[src/rtl/fms_regs.svh]
`ifndef FMS_REGS_SVH
`define FMS_REGS_SVH
// ----------------------------------------------------------------
// register offsets (byte addresses on the apb bus)
// ----------------------------------------------------------------
`define FMS_A_CTRL 8'h00
`define FMS_A_STATUS 8'h04
`define FMS_A_IRQ_STAT 8'h08
`define FMS_A_IRQ_MASK 8'h0C
`define FMS_A_SLV_CFG 8'h10
`define FMS_A_NODE 8'h14
`define FMS_A_FAIL_LO 8'h18
`define FMS_A_FAIL_HI 8'h1C
`define FMS_A_EXCL_LO 8'h20
`define FMS_A_EXCL_HI 8'h24
`define FMS_A_POINTS 8'h28
// ----------------------------------------------------------------
// field positions and reset values
// ----------------------------------------------------------------
`define FMS_CTRL_GO 0
`define FMS_CTRL_STROBE 1
`define FMS_CTRL_CLEAR 2
`define FMS_CTRL_RATE_LSB 4
`define FMS_RST_RATE 2'h0
`define FMS_RST_NODE 6'h00
`define FMS_RST_MASK 10'h000
`define FMS_EV_DUP 0
`define FMS_EV_FAIL 1
`define FMS_EV_PARAM 2
`define FMS_EV_TMO 3
`define FMS_EV_CAN_LSB 4
`define FMS_EV_BUSOFF 9
// ----------------------------------------------------------------
// timing in its own unit, plus the clock rate
// ----------------------------------------------------------------
`define FMS_CLK_HZ 20000000
`define FMS_DUP_WIN_MS 2
`define FMS_HB_MS 1000
`define FMS_FLASH_MS 250
`endif

[src/rtl/fms_pkg.sv]
package fms_pkg;
  // supervision sequence
  typedef enum logic [2:0] {
    ST_START = 3'b000,
    ST_DUPCHK = 3'b001,
    ST_ONLINE = 3'b010,
    ST_HBCHK = 3'b011,
    ST_DUPFAIL = 3'b100
  } fms_state_t;
  // data transfer type per slave
  typedef enum logic [1:0] {
    XF_POLL = 2'b00,
    XF_STROBE = 2'b01,
    XF_CYCLIC = 2'b10,
    XF_COS = 2'b11
  } fms_xfer_t;
  // fault flags from the can frame engine
  typedef struct packed {
    logic crc;
    logic form;
    logic ack;
    logic bitmon;
    logic stuff;
  } fms_can_err_t;
  // slave configuration word
  typedef struct packed {
    logic en;
    logic [4:0] rsv;
    logic [8:0] out_len;
    logic [8:0] in_len;
    logic [1:0] xtype;
    logic [5:0] addr;
  } fms_slv_cfg_t;
  // indicator lamps
  typedef struct packed {
    logic ready;
    logic run;
    logic net_green;
    logic net_red;
  } fms_led_t;
  // service request toward the exchange engine
  typedef struct packed {
    logic valid;
    logic [5:0] addr;
    logic [1:0] xtype;
    logic frag_in;
    logic frag_out;
  } fms_serve_t;
endpackage : fms_pkg

[src/rtl/fms_supervisor.sv]
// Functional notes
// - check duplicate node address before data exchange
// - at most 256 input, 256 output bytes
// - total io points never above 57344
// - bit rate only 125, 250, 500 kbit/s
// - above 8 data bytes means fragmented
// - detect crc, form, ack, bit, stuff faults
// - slaves with bad parameters are excluded
// - failed slave recorded, others still served
// - duplicate check repeated as heartbeat
// - up to 64 nodes including master
// - polled, strobe, cyclic, change-of-state transfers
// - bit-strobe message synchronises slave io
// - ready lamp encodes boot, error, defect
// - run lamp encodes communication state
// - steady green when online with connection
// - green flash when online, no connection
// - steady red on duplicate address, bus off
// - off during check, red flash, alternating (here off only in the start-up check, not the heartbeat check)
//
// Local design decisions: the register addresses and the APB register port.
`include "fms_regs.svh"
`timescale 1ns/1ps
`default_nettype none
module fms_supervisor
  import fms_pkg::*;
#(
  parameter int NODES = 64,
  parameter int MAX_BYTES = 256,
  parameter int MAX_POINTS = 57344,
  parameter int FRAME_BYTES = 8,
  parameter int DUP_WIN_CYC = `FMS_DUP_WIN_MS * (`FMS_CLK_HZ / 1000),
  parameter int HB_CYC = `FMS_HB_MS * (`FMS_CLK_HZ / 1000),
  parameter int FLASH_CYC = `FMS_FLASH_MS * (`FMS_CLK_HZ / 1000)
) (
  // clock and reset
  input wire logic clk,
  input wire logic rst,
  // apb slave
  input wire logic psel,
  input wire logic penable,
  input wire logic pwrite,
  input wire logic [7:0] paddr,
  input wire logic [31:0] pwdata,
  output logic [31:0] prdata,
  output logic pready,
  output logic pslverr,
  // can frame engine events
  input wire fms_can_err_t can_err,
  input wire logic bus_off,
  input wire logic dup_seen,
  input wire logic resp_valid,
  input wire logic [5:0] resp_id,
  input wire logic slave_timeout,
  input wire logic [5:0] timeout_id,
  // platform health
  input wire logic boot_active,
  input wire logic hw_fault,
  input wire logic hw_defect,
  // requests toward the frame engine
  output logic dup_req,
  output logic strobe_req,
  output logic [1:0] bit_rate,
  output fms_serve_t serve,
  input wire logic serve_ready,
  // indicators and interrupt
  output fms_led_t led,
  output logic irq
);

  // ----------------------------------------------------------------
  // elaboration checks
  // ----------------------------------------------------------------
  if (NODES != 64 || MAX_BYTES > 256 || MAX_BYTES < 1 ||
      MAX_POINTS > 65535 || DUP_WIN_CYC < 2 || HB_CYC < 2 ||
      FLASH_CYC < 2) begin : g_bad_param
    $error("fms_supervisor: unsupported parameter values");
  end

  // ----------------------------------------------------------------
  // state
  // ----------------------------------------------------------------
  typedef struct packed {
    fms_state_t st;
    logic go;
    logic [31:0] timer;
    logic [31:0] hb;
    logic [31:0] flash;
    logic phase;
    logic [2:0] pat;
    logic [63:0] active;
    logic [63:0] excl;
    logic [63:0] failed;
    logic [63:0] seen;
    logic [63:0] frag_in;
    logic [63:0] frag_out;
    logic [127:0] xtype;
    logic [16:0] points;
    logic [5:0] ptr;
    fms_serve_t serve;
    logic dup_req;
    logic strobe_req;
    logic [1:0] rate;
    logic [5:0] node;
    logic [9:0] irq_stat;
    logic [9:0] irq_mask;
    logic [31:0] prdata;
    logic pready;
    logic pslverr;
    fms_led_t led;
    logic irq;
  } fms_regs_t;

  fms_regs_t s;
  fms_regs_t next_s;

  localparam logic [7:0] PATTERN = 8'hD2; // irregular on/off run
  localparam logic [1:0] RATE_BAD = 2'h3;

  // io points of one slave: eight per byte in both directions
  function automatic logic [16:0] slave_points(logic [8:0] i,
                                               logic [8:0] o);
    slave_points = 17'((17'(i) + 17'(o)) << 3);
  endfunction : slave_points

  // one word of a 64-bit vector for the bus
  function automatic logic [31:0] half(logic [63:0] v, logic hi);
    half = hi ? v[63:32] : v[31:0];
  endfunction : half

  logic acc;
  logic commit;
  logic wr;
  logic [9:0] ev;
  logic [9:0] clr;
  logic [63:0] elig;
  logic conn;
  logic flash_tick;
  logic noncyc;
  fms_slv_cfg_t cfg;
  logic cfg_ok;
  logic [16:0] cfg_pts;
  logic [31:0] rd;
  logic rd_ok;

  // ----------------------------------------------------------------
  // next state
  // ----------------------------------------------------------------
  always_comb begin
    next_s = s;
    next_s.dup_req = 1'b0;
    next_s.strobe_req = 1'b0;
    next_s.pready = 1'b0;
    next_s.pslverr = 1'b0;
    ev = '0;
    clr = '0;
    rd = 32'h0000_0000;
    rd_ok = 1'b1;
    // access phase answered one cycle after it opens
    acc = psel && penable && !s.pready;
    commit = psel && penable && s.pready;
    wr = commit && pwrite;
    cfg = fms_slv_cfg_t'(pwdata);
    cfg_pts = slave_points(cfg.in_len, cfg.out_len);
    cfg_ok = cfg.in_len <= 9'(MAX_BYTES) &&
             cfg.out_len <= 9'(MAX_BYTES) &&
             cfg.addr != s.node &&
             (s.points + cfg_pts) <= 17'(MAX_POINTS);
    elig = s.active & ~s.failed & ~s.excl;
    conn = |elig;

    // read mux, prepared while the access is held
    case (paddr)
      `FMS_A_CTRL: rd = {26'h0, s.rate, 3'h0, s.go};
      `FMS_A_STATUS: rd = {28'h0, conn, s.st};
      `FMS_A_IRQ_STAT: rd = {22'h0, s.irq_stat};
      `FMS_A_IRQ_MASK: rd = {22'h0, s.irq_mask};
      `FMS_A_SLV_CFG: rd = 32'h0000_0000;
      `FMS_A_NODE: rd = {26'h0, s.node};
      `FMS_A_FAIL_LO: rd = half(s.failed, 1'b0);
      `FMS_A_FAIL_HI: rd = half(s.failed, 1'b1);
      `FMS_A_EXCL_LO: rd = half(s.excl, 1'b0);
      `FMS_A_EXCL_HI: rd = half(s.excl, 1'b1);
      `FMS_A_POINTS: rd = {15'h0, s.points};
      default: rd_ok = 1'b0;
    endcase
    if (acc) begin
      next_s.pready = 1'b1;
      next_s.pslverr = !rd_ok;
      next_s.prdata = rd_ok ? rd : 32'h0000_0000;
    end

    // register writes take effect on the completing edge
    if (wr && rd_ok) begin
      case (paddr)
        `FMS_A_CTRL: begin
          next_s.go = pwdata[`FMS_CTRL_GO];
          next_s.strobe_req = pwdata[`FMS_CTRL_STROBE];
          // the rate can only change while the master is idle
          if (s.st == ST_START &&
              pwdata[`FMS_CTRL_RATE_LSB+:2] != RATE_BAD) begin
            next_s.rate = pwdata[`FMS_CTRL_RATE_LSB+:2];
          end
          if (pwdata[`FMS_CTRL_CLEAR]) begin
            next_s.active = '0;
            next_s.excl = '0;
            next_s.failed = '0;
            next_s.points = '0;
          end
        end
        `FMS_A_IRQ_STAT: clr = pwdata[9:0];
        `FMS_A_IRQ_MASK: next_s.irq_mask = pwdata[9:0];
        `FMS_A_NODE: next_s.node = pwdata[5:0];
        `FMS_A_SLV_CFG: begin
          if (!cfg.en) begin
            next_s.active[cfg.addr] = 1'b0;
          end else if (cfg_ok) begin
            next_s.active[cfg.addr] = 1'b1;
            next_s.excl[cfg.addr] = 1'b0;
            next_s.failed[cfg.addr] = 1'b0;
            next_s.xtype[2*cfg.addr+:2] = cfg.xtype;
            next_s.frag_in[cfg.addr] =
              cfg.in_len > 9'(FRAME_BYTES);
            next_s.frag_out[cfg.addr] =
              cfg.out_len > 9'(FRAME_BYTES);
            next_s.points = s.points + cfg_pts;
          end else begin
            // bad parameters keep the slave out of cyclic exchange
            next_s.active[cfg.addr] = 1'b0;
            next_s.excl[cfg.addr] = 1'b1;
            ev[`FMS_EV_PARAM] = 1'b1;
          end
        end
        default: ;
      endcase
    end

    // slave answers during a check; a returning slave rejoins
    if (resp_valid) begin
      next_s.seen[resp_id] = 1'b1;
      next_s.failed[resp_id] = 1'b0;
    end
    // a failure after the answer wins in the same cycle
    if (slave_timeout && s.active[timeout_id]) begin
      next_s.failed[timeout_id] = 1'b1;
      ev[`FMS_EV_FAIL] = 1'b1;
      ev[`FMS_EV_TMO] = 1'b1;
    end
    ev[`FMS_EV_CAN_LSB+:5] = can_err;
    ev[`FMS_EV_BUSOFF] = bus_off;

    // supervision sequence
    case (s.st)
      ST_START: begin
        if (s.go) begin
          next_s.st = ST_DUPCHK;
          next_s.dup_req = 1'b1;
          next_s.timer = '0;
          next_s.seen = '0;
        end
      end
      ST_DUPCHK, ST_HBCHK: begin
        next_s.timer = s.timer + 32'd1;
        if (dup_seen) begin
          next_s.st = ST_DUPFAIL;
          ev[`FMS_EV_DUP] = 1'b1;
        end else if (s.timer == 32'(DUP_WIN_CYC - 1)) begin
          next_s.st = ST_ONLINE;
          next_s.hb = '0;
          // silent slaves in a heartbeat round count as failed
          if (s.st == ST_HBCHK && (elig & ~s.seen) != '0) begin
            next_s.failed = next_s.failed |
                            (elig & ~s.seen);
            ev[`FMS_EV_FAIL] = 1'b1;
          end
        end
      end
      ST_ONLINE: begin
        next_s.hb = s.hb + 32'd1;
        if (s.hb == 32'(HB_CYC - 1)) begin
          next_s.st = ST_HBCHK;
          next_s.dup_req = 1'b1;
          next_s.timer = '0;
          next_s.seen = '0;
        end
      end
      ST_DUPFAIL: ; // held until software drops go
      default: next_s.st = ST_START;
    endcase
    if (!s.go) begin
      next_s.st = ST_START;
    end

    // round robin service, failed and excluded slots skipped
    if (s.serve.valid) begin
      if (serve_ready) begin
        next_s.serve.valid = 1'b0;
      end
    end else if (s.st == ST_ONLINE || s.st == ST_HBCHK) begin
      next_s.ptr = s.ptr + 6'd1;
      if (elig[s.ptr]) begin
        next_s.serve.valid = 1'b1;
        next_s.serve.addr = s.ptr;
        next_s.serve.xtype = s.xtype[2*s.ptr+:2];
        next_s.serve.frag_in = s.frag_in[s.ptr];
        next_s.serve.frag_out = s.frag_out[s.ptr];
      end
    end

    // sticky events, set wins over a write-one clear
    next_s.irq_stat = (s.irq_stat & ~clr) | ev;
    next_s.irq = |(next_s.irq_stat & next_s.irq_mask);

    // flash timebase: even halves, plus an irregular pattern
    flash_tick = s.flash == 32'(FLASH_CYC - 1);
    next_s.flash = flash_tick ? 32'd0 : s.flash + 32'd1;
    if (flash_tick) begin
      next_s.phase = !s.phase;
      next_s.pat = s.pat + 3'd1;
    end
    noncyc = PATTERN[s.pat];

    // ready lamp
    if (hw_defect) begin
      next_s.led.ready = 1'b0;
    end else if (hw_fault) begin
      next_s.led.ready = noncyc;
    end else if (boot_active) begin
      next_s.led.ready = s.phase;
    end else begin
      next_s.led.ready = 1'b1;
    end

    // run lamp
    if (s.irq_stat[`FMS_EV_PARAM]) begin
      next_s.led.run = noncyc;
    end else if (s.st == ST_ONLINE || s.st == ST_HBCHK) begin
      next_s.led.run = conn ? 1'b1 : s.phase;
    end else begin
      next_s.led.run = 1'b0;
    end

    // network/module lamp, most severe condition first
    if (s.st == ST_DUPFAIL || bus_off) begin
      next_s.led.net_green = 1'b0;
      next_s.led.net_red = 1'b1;
    end else if (s.st == ST_START || s.st == ST_DUPCHK) begin
      next_s.led.net_green = 1'b0;
      next_s.led.net_red = 1'b0;
    end else if (s.irq_stat[`FMS_EV_TMO]) begin
      next_s.led.net_green = 1'b0;
      next_s.led.net_red = s.phase;
    end else if (|s.irq_stat[`FMS_EV_CAN_LSB+:5]) begin
      next_s.led.net_green = s.phase;
      next_s.led.net_red = !s.phase;
    end else if (conn) begin
      next_s.led.net_green = 1'b1;
      next_s.led.net_red = 1'b0;
    end else begin
      next_s.led.net_green = s.phase;
      next_s.led.net_red = 1'b0;
    end
  end

  // ----------------------------------------------------------------
  // state register
  // ----------------------------------------------------------------
  always_ff @(posedge clk or posedge rst) begin
    if (rst) begin
      s <= '0;
      s.st <= ST_START;
      s.rate <= `FMS_RST_RATE;
      s.node <= `FMS_RST_NODE;
      s.irq_mask <= `FMS_RST_MASK;
    end else begin
      s <= next_s;
    end
  end

  // outputs straight from the register
  assign prdata = s.prdata;
  assign pready = s.pready;
  assign pslverr = s.pslverr;
  assign dup_req = s.dup_req;
  assign strobe_req = s.strobe_req;
  assign bit_rate = s.rate;
  assign serve = s.serve;
  assign led = s.led;
  assign irq = s.irq;
endmodule : fms_supervisor
`default_nettype wire

[config.mk]
export PLATFORM = sky130hd
export DESIGN_NAME = fms_supervisor
export DESIGN_NICKNAME = d
export VERILOG_FILES = /design/src/rtl/fms_pkg.sv /design/src/rtl/fms_supervisor.sv
export VERILOG_INCLUDE_DIRS = /design/src /design/src/rtl
export SDC_FILE = /design/constraint.sdc
export NUM_CORES = 2
export LEC_CHECK = 0
export ABC_AREA = 0
export BUFFER_PORTS_ARGS = -buffer_cell sky130_fd_sc_hd__clkbuf_2
export CELL_PAD_IN_SITES_DETAIL_PLACEMENT = 0
export CELL_PAD_IN_SITES_GLOBAL_PLACEMENT = 1
export CORE_MARGIN = 2
export CORE_UTILIZATION = 33
export DETAILED_ROUTE_END_ITERATION = 10
export PLACE_DENSITY = 0.63
export SETUP_SLACK_MARGIN = 0.4
export SLEW_MARGIN = 20
export SYNTH_ARGS = -nofsm -noshare
export SYNTH_HDL_FRONTEND = slang
export SYNTH_SLANG_ARGS = --single-unit
[constraint.sdc]
create_clock -name clk -period 21.7 [get_ports clk]
set_input_delay 3.255 -clock clk [delete_from_list [all_inputs] [get_ports clk]]
set_output_delay 3.255 -clock clk [all_outputs]
set_load 0.01 [all_outputs]
=== Yosys cells after proc, flatten, opt, wreduce, memory -nomap -nowiden ===
Memory sizes are Yosys's and may differ from the RTL's.
Index checks and enable logic that the tools add are counted.

* Flip-flop bits (word level): 719
* Bits in read-only memories: 8
* Input bits: 70
* Memories kept: 1
* Logic and storage cells: 244

{| class="wikitable"
|+ Memory list
! name !! words !! bits a word !! rd ports !! clocked after Yosys merged registers in !! write ports !! RTL line !! RTL
|-
| (name not given) || 8 || 1 || 1 || 0 || 0 || fms_supervisor.sv:321 || <nowiki>noncyc = PATTERN[s.pat];</nowiki>
|}

* Add/sub/neg operators: 8
* Equal/unequal tests: 29
* Bitwise operators: 22
* Reduce and logical (&&, ||, !) cells: 43
* Order comparisons: 13
* Muxes and demuxes: 90
* Shifts and indexed selects: 3

{| class="wikitable"
|+ Operators by type and width
! cell !! number
|-
| $mux 64 || 10
|-
| $and 64x64->64 || 7
|-
| $mux 128 || 3
|-
| $pmux 192 s2 || 1
|-
| $not 64->64 || 5
|-
| $or 64x64->64 || 5
|-
| $pmux 32 s10 || 1
|-
| $mux 192 || 1
|-
| $mux 32 || 6
|-
| $bwmux 128 || 1
|-
| $bwmux 64 || 2
|-
| $pmux 64 s2 || 1
|-
| $shift 2x34->128 const A || 1
|-
| $shiftx 128x8->2 || 1
|-
| $shiftx 2x34->128 || 1
|-
| $add 32x1->32 const B || 3
|-
| $pmux 32 s3 || 1
|-
| $pmux 32 s2 || 1
|-
| $reduce_bool 64->1 || 1
|-
| $reduce_or 64->1 || 1
|-
| $mux 17 || 3
|-
| $mux 10 || 4
|-
| $neg 7->34 || 1
|-
| $pmux 17 s2 || 1
|-
| other kinds (53) || 146
|}

=== Depth between registers and ports, before layout ===
* Depth after elaboration: 19
* Mapped depth: 23
* Gate-level depth less buffers: 20

=== Worst setup path before layout ===
No wires, ideal clock.

* Path kind: input-to-reg
* From: input pwdata[8]
* To: register s[217] (netlist name)
* Stages on the path: 22
* Setup time: 0.125 ns
* Arrival time: 6.992 ns
* Setup slack: 14.583 ns
* Required time: 21.575 ns
* Cell sequence: ha_1 inv_1 fa_1 nor2b_1 o21ai_0 a21boi_0 o21a_1 o21ai_0 nand2b_1 a21oi_1 xnor2_1 ha_1 o21ai_0 o21ai_1 o211ai_1 a21oi_1 xnor2_1 nand2_1 buf_2 buf_2 nor4_1 mux2_2

* Word-level cells in the longest chain between the ends: 5

{| class="wikitable"
|+ Ends and longest elaborated chain
! what !! RTL line !! RTL
|-
| start: declaration || fms_supervisor.sv:44 || <nowiki>input wire logic [31:0] pwdata,</nowiki>
|-
| $add 9x9->10 / $le 9x9->1 (equally long branches) || fms_supervisor.sv:123, fms_supervisor.sv:165 ||
|-
| $add 17x13->17 / $logic_and 1x1->1 (equally long branches) || fms_supervisor.sv:168, fms_supervisor.sv:165 ||
|-
| $le 17x16->1 (not written as such) / $logic_and 1x1->1 (equally long branches) || fms_supervisor.sv:168, fms_supervisor.sv:166 ||
|-
| $logic_and 1x1->1 (*) || fms_supervisor.sv:167 || <nowiki>cfg.addr != s.node &&</nowiki>
|-
| $reduce_and 4->1 (no line) (*) || n/a ||
|-
| end signal: assignment || fms_supervisor.sv:376 || <nowiki>s <= next_s;</nowiki>
|-
| end: declaration || fms_supervisor.sv:114 || <nowiki>fms_regs_t s;</nowiki>
|}

Mark *: on every way between the ends. The rest lies on a longest branch, timed or not.
A chain may end at the register's enable or synchronous reset.

=== Worst setup path in the final report ===
* From: input pwdata[8]
* To: register s[302] (netlist name)

* Word-level cells in the longest chain between the ends: 5

{| class="wikitable"
|+ Ends and longest elaborated chain
! what !! RTL line
|-
| $add 9x9->10 / $le 9x9->1 (equally long branches) || fms_supervisor.sv:123, fms_supervisor.sv:165
|-
| $add 17x13->17 / $logic_and 1x1->1 (equally long branches) || fms_supervisor.sv:168, fms_supervisor.sv:165
|-
| $le 17x16->1 (not written as such) / $logic_and 1x1->1 (equally long branches) || fms_supervisor.sv:168, fms_supervisor.sv:166
|-
| $logic_and 1x1->1 || fms_supervisor.sv:167
|-
| $reduce_and 4->1 (no line) || n/a
|}

Parallel ways exist; a longest one is shown, timed or not.

==> summary.md <==
| Metric | Value |
|---|---|
| Syn Nets | `3977` |
| Compound-Gate Fraction of Synth Area | `0.122` |
| Clock root cell | `clkbuf_16` |
| Simple-Gate Fraction of Synth Area | `0.208` |
| Hpwl dp | `108000 µm` |
| Gates resized, CTS repair | `0` |
| Post CTS Setup Buffer Count | `0` |
| Synth top area share | `0.453` |
| PwrDens | `71.5 mW/mm²` |
| First-pass GRT wire length | `228000 µm` |
| Cell Count, Final, Fillers Out | `5524` |
| H-tree depth | `3` |
| Leakage | `19.4 nW` |
| Row count | `126` |
| Overall power | `0.00319 W` |
| Area of the mapped netlist | `0.0395 mm²` |
| Register area share after synthesis | `0.453` |
| Util after Layout | `0.377` |
| Setup_tns | `0 ns` |
| Die Y | `350 µm` |
| Largest family of logic cells by synthesized area | `simple AND/OR/NAND/NOR gates` |
| Routed Antenna Nets | `0` |
| Reg clk slew, reported paths | `0.06 ns` |
| Synth Area in XOR/XNOR | `0.0208` |
| Core Area | `0.118 mm²` |
| Reg2reg setup slack | `16.80 ns` |
| EDFF count, synth | `0` |
| Chip width | `350 µm` |
| Vias in the first global route | `31900` |
| Cell count after placement | `5360` |
| Leading area contributor after synthesis | `dfrtp_1` |
| CTS tree | `built` |
| Number of max-cap violations | `0` |
| Routability Congestion | `1.00` |
| DR pass1 iterations | `6` |
| Final nets | `3950` |
| Post-synth top flop | `dfrtp_1` |
| Layout area overhead | `12.9%` |
| Clock Sink Count | `716` |
| Post-synthesis mux area share | `0.145` |
| 1st-iter DRT viols | `4038` |
| CP Class | `in2reg` |
| Later-pin clock latency in the skew report | `0.70 ns` |
| CP Data Arrival Time | `9.10 ns` |
| Critical Path Start Type | `primary input` |
| Peak supply drop | `0.0672 mV` |
| GRT Total Usage | `0.252` |
| Grt ovf | `0` |
| Final Max Slew Viols | `0` |
| Via density | `5.99` |
| Warnings, synthesis | `0` |
| Post-layout min period | `8.53 ns` |
| Fin Clk Skew | `0.0499 ns` |
| Number of synthesized register bits | `716` |
| Largest net degree at the start of global routing | `122` |
| Post-route DRC | `0` |
| Tcrit/Tclk final | `0.393` |
| Status | `completed` |
| Setup crit end kind | `flip-flop` |
| Adder-Cell Fraction of Synth Area | `0.00956` |
| Vias post-DR | `33100` |
| Starting density of the core | `0.334` |
| Slew HR | `0.167` |
| Least-Margin Pin Slew | `1.24 ns` |
| Ys async rst share | `1.00` |
| CTS Hold Buffers Added | `0` |
| Fmax | `0.117 GHz` |
| Final WL | `156000 µm` |
| TritonCTS Buffers | `87` |
| Routed len/inst | `28.3 µm` |
| Initial antenna violation count | `8` |
| Syn Inst Count | `3878` |
| Deepest clock path buffer count | `3` |
| Synth cell types | `81` |
| Ports | `124` |
| # port buffers | `118` |
| Final Hold Viols | `0` |
| Syn_area_per_cell | `10.2 µm²` |
| Setup-failing EPs final | `0` |
| Required time worst endpoint | `22.27 ns` |
| Synth top area cells | `dfrtp_1 (45%), mux2_2 (7.0%), mux4_2 (6.3%)` |
| Share of cells above drive strength 1 | `0.210` |
| RSZ-0062 raised after global routing | `no` |
| Die Area | `0.123 mm²` |
| Min-delay worst type | `reg2reg` |
| Crit Path Max Fanout | `59` |
[area by class of cell]
| cell class | count | area (µm²) |
|---|---|---|
| Multi-Input combinational cell | 2787 | 20100 |
| Fill cell | 11700 | 73800 |
| Sequential cell | 716 | 17900 |
| Clock inverter | 37 | 490 |
| Clock buffer | 124 | 2570 |
| Inverter | 61 | 233 |
| Tap cell | 1600 | 2000 |
| Antenna cell | 1 | 2.50 |
| Timing Repair Buffer | 198 | 1260 |
[layout by cell type, fill, tap and decap left out, types with 23 or more instances in the layout]
master     synthesis  final
a221oi_1          29     29
buf_4             49     75
clkbuf_2           0    118
and3_1            76     76
inv_1             57     56
xor2_1            51     51
mux2_2           247    247
nor4_2            50     51
mux2i_1           23     23
nand2b_1          29     29
nand4_1          122    122
a22oi_1           31     31
dfrtp_1          716    714
xnor2_1           43     42
nor2_1           395    384
nand2_1          344    341
o221ai_1          24     24
ha_1              27     27
nor4b_1           66     65
clkbuf_16          0     89
o21ai_1           31     31
nor4_1            52     51
o21ai_0          248    248
or3_1             51     51
nor3_1            71     66
o211ai_1          38     38
nand3_1          123    122
a21o_1            41     41
a22o_1            75     75
mux4_2           110    110
nor3b_1           43     41
a21oi_1          114    113
[kinds of logic after synthesis]
logic type / count (synthesis)
multiplexers: 402
AND/OR/NAND/NOR: 1527
adder cells (fa/ha/maj): 29
XOR/XNOR: 94
flip-flops: 716
buffers and inverters: 375
AO/OA/AOI/OAI: 735
[through the flow]
stage	setup slack (ns)	hold slack [ns]	instance area [µm²]
global route	12.97	0.497	44600
finish	13.17	0.472	44600
global placement	12.59	0.459	41500
floorplan	8.64	0.447	39500
CTS	13.28	0.479	44500
detailed placement	12.57	0.465	41500
[worst max-delay path, cell delays in order]
cell and delay, ns:
clkbuf_2 0.15, ha_1 0.18, inv_1 0.05, fa_1 0.39, nor2b_1 0.12, o21ai_0 0.12, a21boi_0 0.28, o21a_1 0.16
o21ai_0 0.07, nand2b_1 0.07, a21oi_1 0.07, xnor2_1 0.16, ha_1 0.36, o21ai_0 0.13, o21ai_1 0.17, o211ai_1 0.16
a21oi_1 0.32, xnor2_2 0.14, buf_4 0.47, and2_4 0.57, buf_4 0.72, nand4_1 0.41, mux2_2 0.38
[registers in the layout (all words and copies together) (netlist names)]
name        flops
bit_rate        2
dup_req         1
irq             1
led             4
prdata         32
pready          1
pslverr         1
s             662
serve          11
strobe_req      1
[metal layers]
| layer | up-vias | part of all wire | track usage |
|---|---|---|---|
| met4 | 8 | 0.039 | 0.0996 |
| met2 | 1700 | 0.43 | 0.365 |
| met1 | 16700 | 0.43 | 0.354 |
| met5 | - | 0.00029 | 0 |
| met3 | 305 | 0.10 | 0.0690 |
| li1 | 14300 | - | - |
[where the power goes]
group | internal (W) | switching (W) | leakage [nW]
registers | 0.00137 | 0.0000456 | 9.68
logic | 0.0000563 | 0.000142 | 8.19
clock network | 0.000935 | 0.000637 | 1.50
total | 0.00236 | 0.000825 | 19.4
[worst paths after layout]
kind                                       start               endpoint  depth (start not counted)
min                        prdata[7]$_DFFE_PP0P_  prdata[7]$_DFFE_PP0P_                          1
max                                    pwdata[8]     s[302]$_DFFE_PP0P_                         23
max in group asynchronous                    rst      s[80]$_DFFE_PP0P_                          7
max reg2reg                    s[89]$_DFFE_PP0P_     s[285]$_DFFE_PP0P_                         11
min in group asynchronous                    rst     s[681]$_DFFE_PP0P_                          2
min reg2reg                prdata[7]$_DFFE_PP0P_  prdata[7]$_DFFE_PP0P_                          1
[cell usage after synthesis (41+ instances only)]
master and instances:
a21o_1 41, a21oi_1 114, a22o_1 75, and3_1 76, buf_4 49, clkbuf_1 201
dfrtp_1 716, inv_1 57, mux2_2 247, mux4_2 110, nand2_1 344, nand3_1 123
nand4_1 122, nor2_1 395, nor3_1 71, nor3b_1 43, nor4_1 52, nor4_2 50
nor4b_1 66, o21ai_0 248, or3_1 51, xnor2_1 43, xor2_1 51
Note: power is estimated with default switching activity, not from simulation.
